--- src/pkg/snsw_pkg.sv ---
// package: constants and carrier types for the sleep/wake controller
`default_nettype none
package snsw_pkg;
   localparam int CLK_HZ = 250_000_000;
   localparam int MS_PER_SEC = 1000;
   localparam int MS_PER_QUARTER = 250;
   localparam int CYC_PER_MS = CLK_HZ / MS_PER_SEC;
   // s-register numbers used as command indices
   localparam logic [7:0] IDX_POLL_TMO = 8'h33;
   localparam logic [7:0] IDX_AWAKE_POLL = 8'h34;
   localparam logic [7:0] IDX_SLEEP_DUR = 8'h35;
   localparam logic [7:0] IDX_STANDBY = 8'h36;
   localparam logic [7:0] IDX_REJOIN = 8'h37;
   localparam logic [7:0] IDX_NONSLEEPY = 8'h38;
   localparam int NSREG = 6;
   localparam logic [7:0] POLL_TMO_RST = 8'h3C;
   localparam logic [7:0] AWAKE_POLL_RST = 8'h64;
   localparam logic [7:0] SLEEP_DUR_RST = 8'h08;
   localparam logic [7:0] STANDBY_RST = 8'h05;
   localparam logic [7:0] REJOIN_RST = 8'h0A;
   localparam logic [7:0] NONSLEEPY_RST = 8'h05;
   localparam int KEY_W = 128;
   localparam int KEY_SLOTS = 4;
   localparam logic [KEY_W-1:0] KEY_RST = {KEY_W{1'b1}};
   localparam logic [1:0] SLOT_LINK = 2'h0;
   localparam logic [1:0] SLOT_NWK_A = 2'h1;
   localparam logic [1:0] SLOT_NWK_B = 2'h2;
   localparam int NCHILD = 4;
   localparam logic [1:0] ESC_LEN = 2'h3;
   localparam logic [7:0] ESC_CHAR = 8'h2B;
   localparam logic SEC_RST = 1'b0;
   localparam logic [4:0] CHAN_RST = 5'h0B;
   localparam int MSW = 18;

   typedef enum logic [2:0] {
      OP_WR_SREG,
      OP_RD_SREG,
      OP_SET_SEC,
      OP_SET_LINK,
      OP_SET_NWK,
      OP_RD_KEY,
      OP_DATA_MODE
   } snsw_op_t;

   typedef struct packed {
      logic valid;
      snsw_op_t op;
      logic [7:0] idx;
      logic [7:0] data;
      logic [KEY_W-1:0] key;
   } snsw_cmd_t;

   typedef struct packed {
      logic valid;
      logic [7:0] data;
   } snsw_ser_t;

   typedef struct packed {
      logic valid;
      logic [4:0] chan;
   } snsw_chan_t;

   typedef struct packed {
      logic update;
      logic switch_now;
      logic [KEY_W-1:0] key;
   } snsw_keymsg_t;

   typedef struct packed {
      logic valid;
      logic [KEY_W-1:0] key;
   } snsw_join_t;

   typedef struct packed {
      logic valid;
      logic [1:0] id;
   } snsw_child_t;
endpackage : snsw_pkg
`default_nettype wire

--- src/logic/snsw_key_mem.sv ---
// small key store with a registered read port
`timescale 1ns/10ps
`default_nettype none
module snsw_key_mem (
   input wire logic i_clk, // system clock
   input wire logic i_sys_rst, // sync reset, high
   input wire logic i_we, // write strobe
   input wire logic [1:0] i_waddr, // write slot
   input wire logic [snsw_pkg::KEY_W-1:0] i_wdata, // write key
   input wire logic i_re, // read strobe
   input wire logic [1:0] i_raddr, // read slot
   output logic [snsw_pkg::KEY_W-1:0] o_rdata // read key, next cycle
);
   import snsw_pkg::*;

   logic [KEY_W-1:0] mem_r [KEY_SLOTS];

   always_ff @(posedge i_clk) begin
      if (i_sys_rst) begin
         for (int i = 0; i < KEY_SLOTS; i++) begin
            mem_r[i] <= KEY_RST;
         end
      end else if (i_we) begin
         mem_r[i_waddr] <= i_wdata;
      end
   end

   // read returns the old word when read and write hit the same slot
   always_ff @(posedge i_clk) begin
      if (i_sys_rst) begin
         o_rdata <= KEY_RST;
      end else if (i_re) begin
         o_rdata <= mem_r[i_raddr];
      end
   end
endmodule : snsw_key_mem
`default_nettype wire

--- src/logic/snsw_sleep_ctrl.sv ---
// sleep/wake sequencer, parent polling, keys, channel and escape handling
`timescale 1ns/10ps
`default_nettype none
module snsw_sleep_ctrl #(
   parameter int CYC_PER_MS = snsw_pkg::CYC_PER_MS
) (
   input wire logic i_clk, // system clock
   input wire logic i_sys_rst, // sync reset, high
   input wire snsw_pkg::snsw_cmd_t i_cmd, // decoded host command
   input wire logic i_wake_input, // host wake pin
   input wire snsw_pkg::snsw_ser_t i_ser_rx, // host serial byte in
   input wire logic i_ser_tx, // byte sent to host
   input wire logic i_rf_rx, // radio frame received
   input wire logic i_rf_tx, // radio frame sent
   input wire logic i_parent_ack, // parent answered a poll
   input wire snsw_pkg::snsw_chan_t i_chan_msg, // channel change
   input wire snsw_pkg::snsw_keymsg_t i_key_msg, // key broadcast
   input wire snsw_pkg::snsw_join_t i_join, // join key check
   input wire snsw_pkg::snsw_child_t i_child_poll, // child poll
   output logic o_radio_on, // radio powered
   output logic o_poll_req, // poll parent, pulse
   output logic o_rejoin_req, // rejoin network, pulse
   output logic [4:0] o_chan, // operating channel
   output logic o_chan_chg, // channel moved, pulse
   output logic o_sec_en, // network security on
   output logic [1:0] o_nwk_slot, // active network key slot
   output logic o_cmd_mode, // command mode
   output logic o_rx_suspect, // waking byte unreliable
   output logic [7:0] o_sreg_rd, // s-register read data
   output logic o_sreg_rd_vld, // read data valid, pulse
   output logic [snsw_pkg::KEY_W-1:0] o_key_rd, // key read data
   output logic o_key_rd_vld, // key data valid, pulse
   output logic o_join_grant, // join accepted, pulse
   output logic o_join_deny, // join refused, pulse
   output logic [snsw_pkg::NCHILD-1:0] o_child_live // child table
);
   import snsw_pkg::*;

   typedef enum logic {ST_SLEEP, ST_AWAKE} snsw_state_t;

   // one-hot select of the s-register index, shared by reads and writes
   function automatic logic [NSREG-1:0] sreg_sel(input logic [7:0] idx);
      sreg_sel = {idx == IDX_NONSLEEPY, idx == IDX_REJOIN,
                  idx == IDX_STANDBY, idx == IDX_SLEEP_DUR,
                  idx == IDX_AWAKE_POLL, idx == IDX_POLL_TMO};
   endfunction : sreg_sel

   // configuration
   logic [7:0] poll_tmo_r;
   logic [7:0] awake_poll_r;
   logic [7:0] sleep_dur_r;
   logic [7:0] standby_r;
   logic [7:0] rejoin_r;
   logic [7:0] nonsleepy_r;

   // prescalers
   logic [MSW-1:0] cyc_cnt_r;
   logic ms_tick_r;
   logic [9:0] ms_cnt_r;
   logic sec_tick_r;

   snsw_state_t state_r;
   snsw_state_t state_nxt;
   logic [15:0] sleep_cnt_r;
   logic [MSW-1:0] standby_cnt_r;
   logic [7:0] poll_cnt_r;
   logic [MSW-1:0] link_cnt_r;
   logic wake_q_r;
   logic [1:0] esc_cnt_r;
   logic join_pend_r;
   logic [KEY_W-1:0] join_key_r;

   // command decode
   wire cmd_wr = i_cmd.valid && i_cmd.op == OP_WR_SREG;
   wire cmd_rd = i_cmd.valid && i_cmd.op == OP_RD_SREG;
   wire [NSREG-1:0] wr_sel = cmd_wr ? sreg_sel(i_cmd.idx) : '0;
   wire [NSREG-1:0] rd_sel = sreg_sel(i_cmd.idx);
   wire [7:0] rd_mux =
      ({8{rd_sel[0]}} & poll_tmo_r) | ({8{rd_sel[1]}} & awake_poll_r) |
      ({8{rd_sel[2]}} & sleep_dur_r) | ({8{rd_sel[3]}} & standby_r) |
      ({8{rd_sel[4]}} & rejoin_r) | ({8{rd_sel[5]}} & nonsleepy_r);

   // durations in milliseconds
   wire [15:0] sleep_ms = 16'(sleep_dur_r) * 16'(MS_PER_QUARTER);
   wire [MSW-1:0] standby_ms = MSW'(standby_r) * MSW'(MS_PER_SEC);
   wire [MSW-1:0] rejoin_ms = MSW'(rejoin_r) * MSW'(MS_PER_SEC);

   // events
   wire asleep = state_r == ST_SLEEP;
   wire wake_rise = i_wake_input && !wake_q_r;
   wire sleep_exp = asleep && ms_tick_r && sleep_cnt_r <= 16'h0001;
   wire wake_evt = asleep && (sleep_exp || wake_rise || i_ser_rx.valid);
   wire traffic = i_ser_rx.valid || i_ser_tx || i_rf_rx || i_rf_tx;
   wire standby_exp = !asleep && !traffic && ms_tick_r &&
                      standby_cnt_r <= MSW'(1);
   // a poll on the sleep-entry tick would leave with the radio already off
   wire poll_due = !asleep && !standby_exp && ms_tick_r && poll_cnt_r <= 8'h01;
   wire link_lost = !asleep && !i_parent_ack && ms_tick_r &&
                    link_cnt_r + MSW'(1) >= rejoin_ms;

   always_comb begin
      state_nxt = state_r;
      case (state_r)
         ST_SLEEP: begin
            if (wake_evt) begin
               state_nxt = ST_AWAKE;
            end
         end
         ST_AWAKE: begin
            if (standby_exp) begin
               state_nxt = ST_SLEEP;
            end
         end
         default: state_nxt = ST_AWAKE;
      endcase
   end

   // key store access: radio key messages take the write port first
   wire upd_wr = i_key_msg.update;
   wire cmd_link = i_cmd.valid && i_cmd.op == OP_SET_LINK;
   wire cmd_nwk = i_cmd.valid && i_cmd.op == OP_SET_NWK;
   wire cmd_key_rd = i_cmd.valid && i_cmd.op == OP_RD_KEY && !i_join.valid;
   wire [1:0] spare_slot = (o_nwk_slot == SLOT_NWK_A) ? SLOT_NWK_B :
                           SLOT_NWK_A;
   wire mem_we = upd_wr || cmd_link || cmd_nwk;
   wire [1:0] mem_waddr = upd_wr ? spare_slot :
                          cmd_link ? SLOT_LINK : o_nwk_slot;
   wire [KEY_W-1:0] mem_wdata = upd_wr ? i_key_msg.key : i_cmd.key;
   wire mem_re = i_join.valid || cmd_key_rd;
   wire [1:0] mem_raddr = i_join.valid ? SLOT_LINK : i_cmd.idx[1:0];
   wire [KEY_W-1:0] mem_rdata;
   wire key_match = mem_rdata == join_key_r;

   snsw_key_mem u_key_mem (
      .i_clk(i_clk),
      .i_sys_rst(i_sys_rst),
      .i_we(mem_we),
      .i_waddr(mem_waddr),
      .i_wdata(mem_wdata),
      .i_re(mem_re),
      .i_raddr(mem_raddr),
      .o_rdata(mem_rdata)
   );

   assign o_key_rd = mem_rdata;

   // millisecond and second ticks
   always_ff @(posedge i_clk) begin
      if (i_sys_rst || cyc_cnt_r == MSW'(CYC_PER_MS - 1)) begin
         cyc_cnt_r <= '0;
      end else begin
         cyc_cnt_r <= cyc_cnt_r + MSW'(1);
      end
   end

   always_ff @(posedge i_clk) begin
      if (i_sys_rst) begin
         ms_tick_r <= 1'b0;
         sec_tick_r <= 1'b0;
         ms_cnt_r <= '0;
      end else begin
         ms_tick_r <= cyc_cnt_r == MSW'(CYC_PER_MS - 1);
         sec_tick_r <= ms_tick_r && ms_cnt_r == 10'(MS_PER_SEC - 1);
         if (ms_tick_r) begin
            ms_cnt_r <= (ms_cnt_r == 10'(MS_PER_SEC - 1)) ? '0 :
                        ms_cnt_r + 10'h001;
         end
      end
   end

   // configuration registers
   always_ff @(posedge i_clk) begin
      if (i_sys_rst) begin
         poll_tmo_r <= POLL_TMO_RST;
         awake_poll_r <= AWAKE_POLL_RST;
         sleep_dur_r <= SLEEP_DUR_RST;
         standby_r <= STANDBY_RST;
         rejoin_r <= REJOIN_RST;
         nonsleepy_r <= NONSLEEPY_RST;
      end else begin
         if (wr_sel[0]) poll_tmo_r <= i_cmd.data;
         if (wr_sel[1]) awake_poll_r <= i_cmd.data;
         if (wr_sel[2]) sleep_dur_r <= i_cmd.data;
         if (wr_sel[3]) standby_r <= i_cmd.data;
         if (wr_sel[4]) rejoin_r <= i_cmd.data;
         // stored for readback only; the sleepy node never polls on it
         if (wr_sel[5]) nonsleepy_r <= i_cmd.data;
      end
   end

   always_ff @(posedge i_clk) begin
      if (i_sys_rst) begin
         o_sreg_rd <= 8'h00;
         o_sreg_rd_vld <= 1'b0;
      end else begin
         o_sreg_rd_vld <= cmd_rd;
         if (cmd_rd) begin
            o_sreg_rd <= rd_mux;
         end
      end
   end

   // sleep/wake sequencing
   always_ff @(posedge i_clk) begin
      if (i_sys_rst) begin
         state_r <= ST_AWAKE;
         o_radio_on <= 1'b1;
         wake_q_r <= 1'b0;
      end else begin
         state_r <= state_nxt;
         o_radio_on <= state_nxt == ST_AWAKE;
         wake_q_r <= i_wake_input;
      end
   end

   // the sleep duration is the time asleep, from sleep entry to the timed wake
   always_ff @(posedge i_clk) begin
      if (i_sys_rst) begin
         sleep_cnt_r <= 16'h0000;
      end else if (standby_exp) begin
         sleep_cnt_r <= sleep_ms;
      end else if (asleep && ms_tick_r && sleep_cnt_r != 16'h0000) begin
         sleep_cnt_r <= sleep_cnt_r - 16'h0001;
      end
   end

   always_ff @(posedge i_clk) begin
      if (i_sys_rst || wake_evt || traffic) begin
         standby_cnt_r <= standby_ms;
      end else if (!asleep && ms_tick_r && standby_cnt_r != '0) begin
         standby_cnt_r <= standby_cnt_r - MSW'(1);
      end
   end

   // parent polling runs only while awake and is frozen during sleep
   always_ff @(posedge i_clk) begin
      if (i_sys_rst) begin
         poll_cnt_r <= AWAKE_POLL_RST;
         o_poll_req <= 1'b0;
      end else begin
         o_poll_req <= wake_evt || poll_due;
         if (wake_evt || poll_due) begin
            poll_cnt_r <= awake_poll_r;
         end else if (!asleep && ms_tick_r) begin
            poll_cnt_r <= poll_cnt_r - 8'h01;
         end
      end
   end

   // link supervision counts awake time since the last parent answer
   always_ff @(posedge i_clk) begin
      if (i_sys_rst) begin
         link_cnt_r <= '0;
         o_rejoin_req <= 1'b0;
      end else begin
         o_rejoin_req <= link_lost;
         if (i_parent_ack || link_lost) begin
            link_cnt_r <= '0;
         end else if (!asleep && ms_tick_r) begin
            link_cnt_r <= link_cnt_r + MSW'(1);
         end
      end
   end

   // the byte that wakes the node is flagged so the host path can drop it
   always_ff @(posedge i_clk) begin
      if (i_sys_rst) begin
         o_rx_suspect <= 1'b0;
      end else begin
         o_rx_suspect <= asleep && i_ser_rx.valid;
      end
   end

   // child table ageing, in whole seconds
   generate
      for (genvar g = 0; g < NCHILD; g++) begin : g_child
         logic [7:0] age_r;
         wire hit = i_child_poll.valid && i_child_poll.id == 2'(g);
         always_ff @(posedge i_clk) begin
            if (i_sys_rst) begin
               o_child_live[g] <= 1'b0;
               age_r <= 8'h00;
            end else if (hit) begin
               o_child_live[g] <= 1'b1;
               age_r <= 8'h00;
            end else if (o_child_live[g] && sec_tick_r) begin
               age_r <= age_r + 8'h01;
               if (age_r + 8'h01 >= poll_tmo_r) begin
                  o_child_live[g] <= 1'b0;
               end
            end
         end
      end
   endgenerate

   // security level and channel
   always_ff @(posedge i_clk) begin
      if (i_sys_rst) begin
         o_sec_en <= SEC_RST;
         o_chan <= CHAN_RST;
         o_chan_chg <= 1'b0;
      end else begin
         if (i_cmd.valid && i_cmd.op == OP_SET_SEC) begin
            o_sec_en <= i_cmd.data == 8'h01;
         end
         o_chan_chg <= i_chan_msg.valid;
         if (i_chan_msg.valid) begin
            o_chan <= i_chan_msg.chan;
         end
      end
   end

   // a staged key only goes live on the switch broadcast
   always_ff @(posedge i_clk) begin
      if (i_sys_rst) begin
         o_nwk_slot <= SLOT_NWK_A;
      end else if (i_key_msg.switch_now && !i_key_msg.update) begin
         o_nwk_slot <= spare_slot;
      end
   end

   // join check and key readback
   always_ff @(posedge i_clk) begin
      if (i_sys_rst) begin
         join_pend_r <= 1'b0;
         join_key_r <= '0;
         o_join_grant <= 1'b0;
         o_join_deny <= 1'b0;
         o_key_rd_vld <= 1'b0;
      end else begin
         join_pend_r <= i_join.valid;
         if (i_join.valid) begin
            join_key_r <= i_join.key;
         end
         o_join_grant <= join_pend_r && key_match;
         o_join_deny <= join_pend_r && !key_match;
         o_key_rd_vld <= cmd_key_rd;
      end
   end

   // escape detection; no guard time, any other byte restarts the count
   always_ff @(posedge i_clk) begin
      if (i_sys_rst) begin
         o_cmd_mode <= 1'b1;
         esc_cnt_r <= 2'h0;
      end else if (o_cmd_mode) begin
         esc_cnt_r <= 2'h0;
         if (i_cmd.valid && i_cmd.op == OP_DATA_MODE) begin
            o_cmd_mode <= 1'b0;
         end
      end else if (i_ser_rx.valid) begin
         if (i_ser_rx.data != ESC_CHAR) begin
            esc_cnt_r <= 2'h0;
         end else if (esc_cnt_r + 2'h1 == ESC_LEN) begin
            o_cmd_mode <= 1'b1;
            esc_cnt_r <= 2'h0;
         end else begin
            esc_cnt_r <= esc_cnt_r + 2'h1;
         end
      end
   end
endmodule : snsw_sleep_ctrl
`default_nettype wire

--- config.mk ---
export PLATFORM = sky130hd
export DESIGN_NAME = snsw_sleep_ctrl
export DESIGN_NICKNAME = d
export VERILOG_FILES = /design/src/pkg/snsw_pkg.sv /design/src/logic/snsw_key_mem.sv /design/src/logic/snsw_sleep_ctrl.sv
export SDC_FILE = /design/constraint.sdc
export NUM_CORES = 2
export LEC_CHECK = 0
export BUFFER_PORTS_ARGS = -buffer_cell sky130_fd_sc_hd__buf_2
export CAP_MARGIN = 20
export CELL_PAD_IN_SITES_DETAIL_PLACEMENT = 1
export CELL_PAD_IN_SITES_GLOBAL_PLACEMENT = 2
export CORE_ASPECT_RATIO = 0.75
export CORE_MARGIN = 10
export CORE_UTILIZATION = 40
export CTS_BUF_LIST = sky130_fd_sc_hd__clkbuf_16
export DETAILED_ROUTE_END_ITERATION = 10
export PLACE_DENSITY = 0.9
export SYNTH_ARGS = -nofsm -noshare
export SYNTH_HDL_FRONTEND = slang
export SYNTH_HIERARCHICAL = 1
export SYNTH_SLANG_ARGS = --single-unit
--- constraint.sdc ---
create_clock -name i_clk -period 6.17 [get_ports i_clk]
set_clock_uncertainty 0.05 [all_clocks]
set_input_delay 0.9255 -clock i_clk [delete_from_list [all_inputs] [get_ports i_clk]]
set_output_delay 0.9255 -clock i_clk [all_outputs]
set_load 0.1 [all_outputs]
==> metrics.yaml <==
run_status:
  status: "complete, no violations"
timing:
  finalSetupViolCount: 0
  fmax_ghz: 0.174
  final-hold-violation-count: 0
  relSlewSlack_pct: 30.2
  post-route-min-period_ns: 5.76
  setup_tns_ns: 0
  grt_setup_unrepaired: "no"
  finalMaxSlewViolations: 0
  fin_hold_ws_ns: 0.366
  period_share_pct: 93.4
  worst_pin_slew_ns: 1.05
clock_network:
  cts_tree: "built"
  clk_latency_ns: 0.72
  h-tree-depth: 3
  cts_buffers: 101
  clockBufferDepth: 3
  clkSlewWorstSetupHoldPaths_ns: 0.07
  cts.sinks: 972
  hold_buffers: 0
  cts_root_buf: "clkbuf_16"
synth:
  ys_async_sr_fraction_pct: 0
  ys_seq_area_share_pct: 50.5
  synth_fp_nets: 4761
  ys_top_cells_by_area: "edfxtp_1, dfxtp_1, nand2b_1"
  syn-instance-count: 4089
  synth.distinct_cells: 79
  synthFlopType: "edfxtp_1"
  synth.largest_area_cell: "edfxtp_1"
  yosys_warnings: 6
  synth_top_area_share_pct: 32.3
  synth_edf_count: 527
  synth-seq-cells: 972
  avgSynthCellArea_sq_um: 12.0
  syn_area_sq_mm: 0.0490
critical_path:
  end_kind: "register"
  ff2ff_setup_slack_ns: 0.41
  critPathArrivalTime_ns: 6.29
  crit_path_max_fanout: 14
  required_ns: 6.69
  criticalPathCategory: "reg2reg"
  crit_path_start_kind: "register"
placed_design:
  post-dp-hpwl_microns: 111000
  routabilityCongestion: 0.840
  io_buffer_count: 589
  postPlaceCellArea_sq_mm: 0.0535
routing:
  viasPerCell: 5.41
  drt-pass1-iter-count: 5
  num_vias: 34300
  ant_nets: 0
  first_iter_violations: 2576
  drc: 0
  routed_wl_microns: 160000
  wl_per_cell_microns: 25.1
floorplan:
  die_h_microns: 323
  core_area_sq_mm: 0.122
  num_io_pins: 590
  initial_core_util_pct: 40.2
  die_w_microns: 424
  dieArea_sq_mm: 0.137
  rows: 111
finish:
  fin_nets: 5278
  multi_input_area_sq_mm: 0.0228
  register_area_sq_mm: 0.0247
  num-fill-cells: 13100
  area_growth_pct: 16.3
  fin_area_sq_mm: 0.0570
  drive_above_1_share_pct: 23.1
power:
  p_per_area_mw_per_mm2: 270
  p_seq_share_pct: 47.0
  power.internal_mw: 11.1
  peakVddDrop_mv: 0.240
  sw_frac_of_total_pct: 27.9
  comb_power_share_pct: 12.5
  p_clk_share_pct: 40.5
  p_sw_mw: 4.31
  cellLeakagePower_nw: 20.9
global_route:
  grt_pass1_vias: 36900
  antenna_found_initial: 17
  use_met1_pct: 27.2
  track_usage_pct: 22.5
  use_met3_pct: 3.73
  grt_pass1_wl_microns: 236000
  grt_max_degree: 176
  top_usage_layer: "met2"
  gr-total-overflow: 0
  grtUsageMet2_pct: 40.2
run:
  max-cap-violations: 0
worst_hold_path:
  hp-class: "in2reg"
-- power groups by stage --
stage	combinational (mW)	sequential (mW)	clock [mW]
finish	1.93	7.24	6.24
detailed placement	1.94	7.38	0
global route	2.03	7.26	6.64
CTS	1.95	7.24	6.38
global placement	1.90	7.36	0
floorplan	0.818	7.78	0
-- kinds of logic (layout without fill, tap and decap cells) --
family / count (synthesis) / count (layout) / synth area share, %
adders and majority gates: 240 / 240 / 7.12
and+or+nand+nor: 1412 / 1412 / 15.8
xor gates and xnor gates: 275 / 275 / 4.92
buffers and inverters: 348 / 953 / 3.14
DFF: 972 / 972 / 50.5
muxes: 433 / 433 / 12.4
other: 0 / 12 / 0
AOI/OAI and AO/OA: 409 / 410 / 6.08
-- worst max-delay path, cell delays in order, from the launching register on --
cell      delay (ns)
dfxtp_1         0.49
inv_1           0.18
fa_1            0.50
fa_1            0.54
fa_1            0.43
fa_1            0.49
inv_1           0.04
ha_1            0.32
o21ai_0         0.21
nand2b_1        0.10
a31o_2          0.27
a31o_2          0.23
a21oi_1         0.18
xnor2_1         0.11
ha_1            0.21
a211oi_1        0.17
nand2_1         0.15
a311oi_4        0.32
a31o_4          0.33
nand2_1         0.10
o31ai_1         0.22
-- final cells by class --
type / instances / share of cell area, %
inverter: 129 / 0.850
multi-input combinational: 2770 / 40.1
clock inverter: 85 / 1.23
antenna: 12 / 0.0527
clock buffer: 107 / 4.70
timing repair buffer: 632 / 6.09
sequential: 972 / 43.4
tap: 1638 / 3.60
-- registers in the layout, summed over array words and instances, names as in the netlist, 10 cells and up --
register           cells
g_child.age_r         32
standby_cnt_r         18
u_key_mem/o_rdata    128
cyc_cnt_r             18
sleep_cnt_r           16
join_key_r           128
u_key_mem/mem_r      512
link_cnt_r            18
ms_cnt_r              10
-- per-layer routing --
| metal | vias up | wire length [microns] |
|---|---|---|
| met1 | 17500 | 64600 |
| met3 | 236 | 7800 |
| met5 | - | 21 |
| li1 | 15600 | - |
| met4 | 4 | 6080 |
| met2 | 940 | 81100 |
-- Yosys cell counts (58+ instances only) --
master    count
a211o_1     135
a21oi_1      58
clkbuf_1    166
dfxtp_1     445
edfxtp_1    527
fa_1         65
ha_1        175
inv_1       127
mux2_2      128
mux2i_1     177
mux4_2      128
nand2_1     135
nand2b_1    504
nand3_1      91
nor2_1      295
nor2b_1     145
o21ai_0      61
xnor2_1      84
xor2_1      191
-- cells in the final DEF (no fill, tap or decap), types with 18 or more instances in the layout --
cell type and instances:
buf_2 586, edfxtp_1 527, nand2b_1 503, dfxtp_1 445, nor2_1 295, xor2_1 191, mux2i_1 177, ha_1 175
inv_1 150, nor2b_1 142, nand2_1 135, a211o_1 135, mux2_2 128, mux4_2 128, clkbuf_16 107, nand3_1 91
xnor2_1 84, fa_1 65, o21ai_0 61, a21oi_1 58, nor4_1 43, nor3_1 39, nand4_1 32, buf_4 29
a211oi_1 24, clkinv_2 24, or2b_1 20, a31oi_1 19, a21o_1 19, and3_1 18
-- repair_timing --
| item | in CTS | in global routing |
|---|---|---|
| endpoints found under the setup margin | 0 | 18 |
| setup buffers | 0 | 0 |
| resized for setup | 0 | 3 |
-- metrics by stage --
stage | total power [mW] | setup slack [ns] | utilization (%) | std cells
finish | 15.4 | 0.407 | 46.7 | 6345
global route | 15.9 | 0.0281 | 46.7 | 6344
CTS | 15.6 | 0.260 | 46.7 | 6332
detailed placement | 9.31 | 0.282 | 43.9 | 6140
global placement | 9.26 | 0.352 | 43.9 | 6140
floorplan | 8.60 | 0.697 | - | 4089
-- path summary, 6_finish.rpt --
kind	startpoint	cells past startpoint	endpoint
setup / recovery	rejoin_r[3]	20	link_cnt_r[13]
setup reg to reg	rejoin_r[3]	20	link_cnt_r[13]
hold reg to reg	join_pend_r	2	o_join_deny
hold / removal	i_join[20]	3	join_key_r[20]
Note: power is estimated with default switching activity, not from simulation.
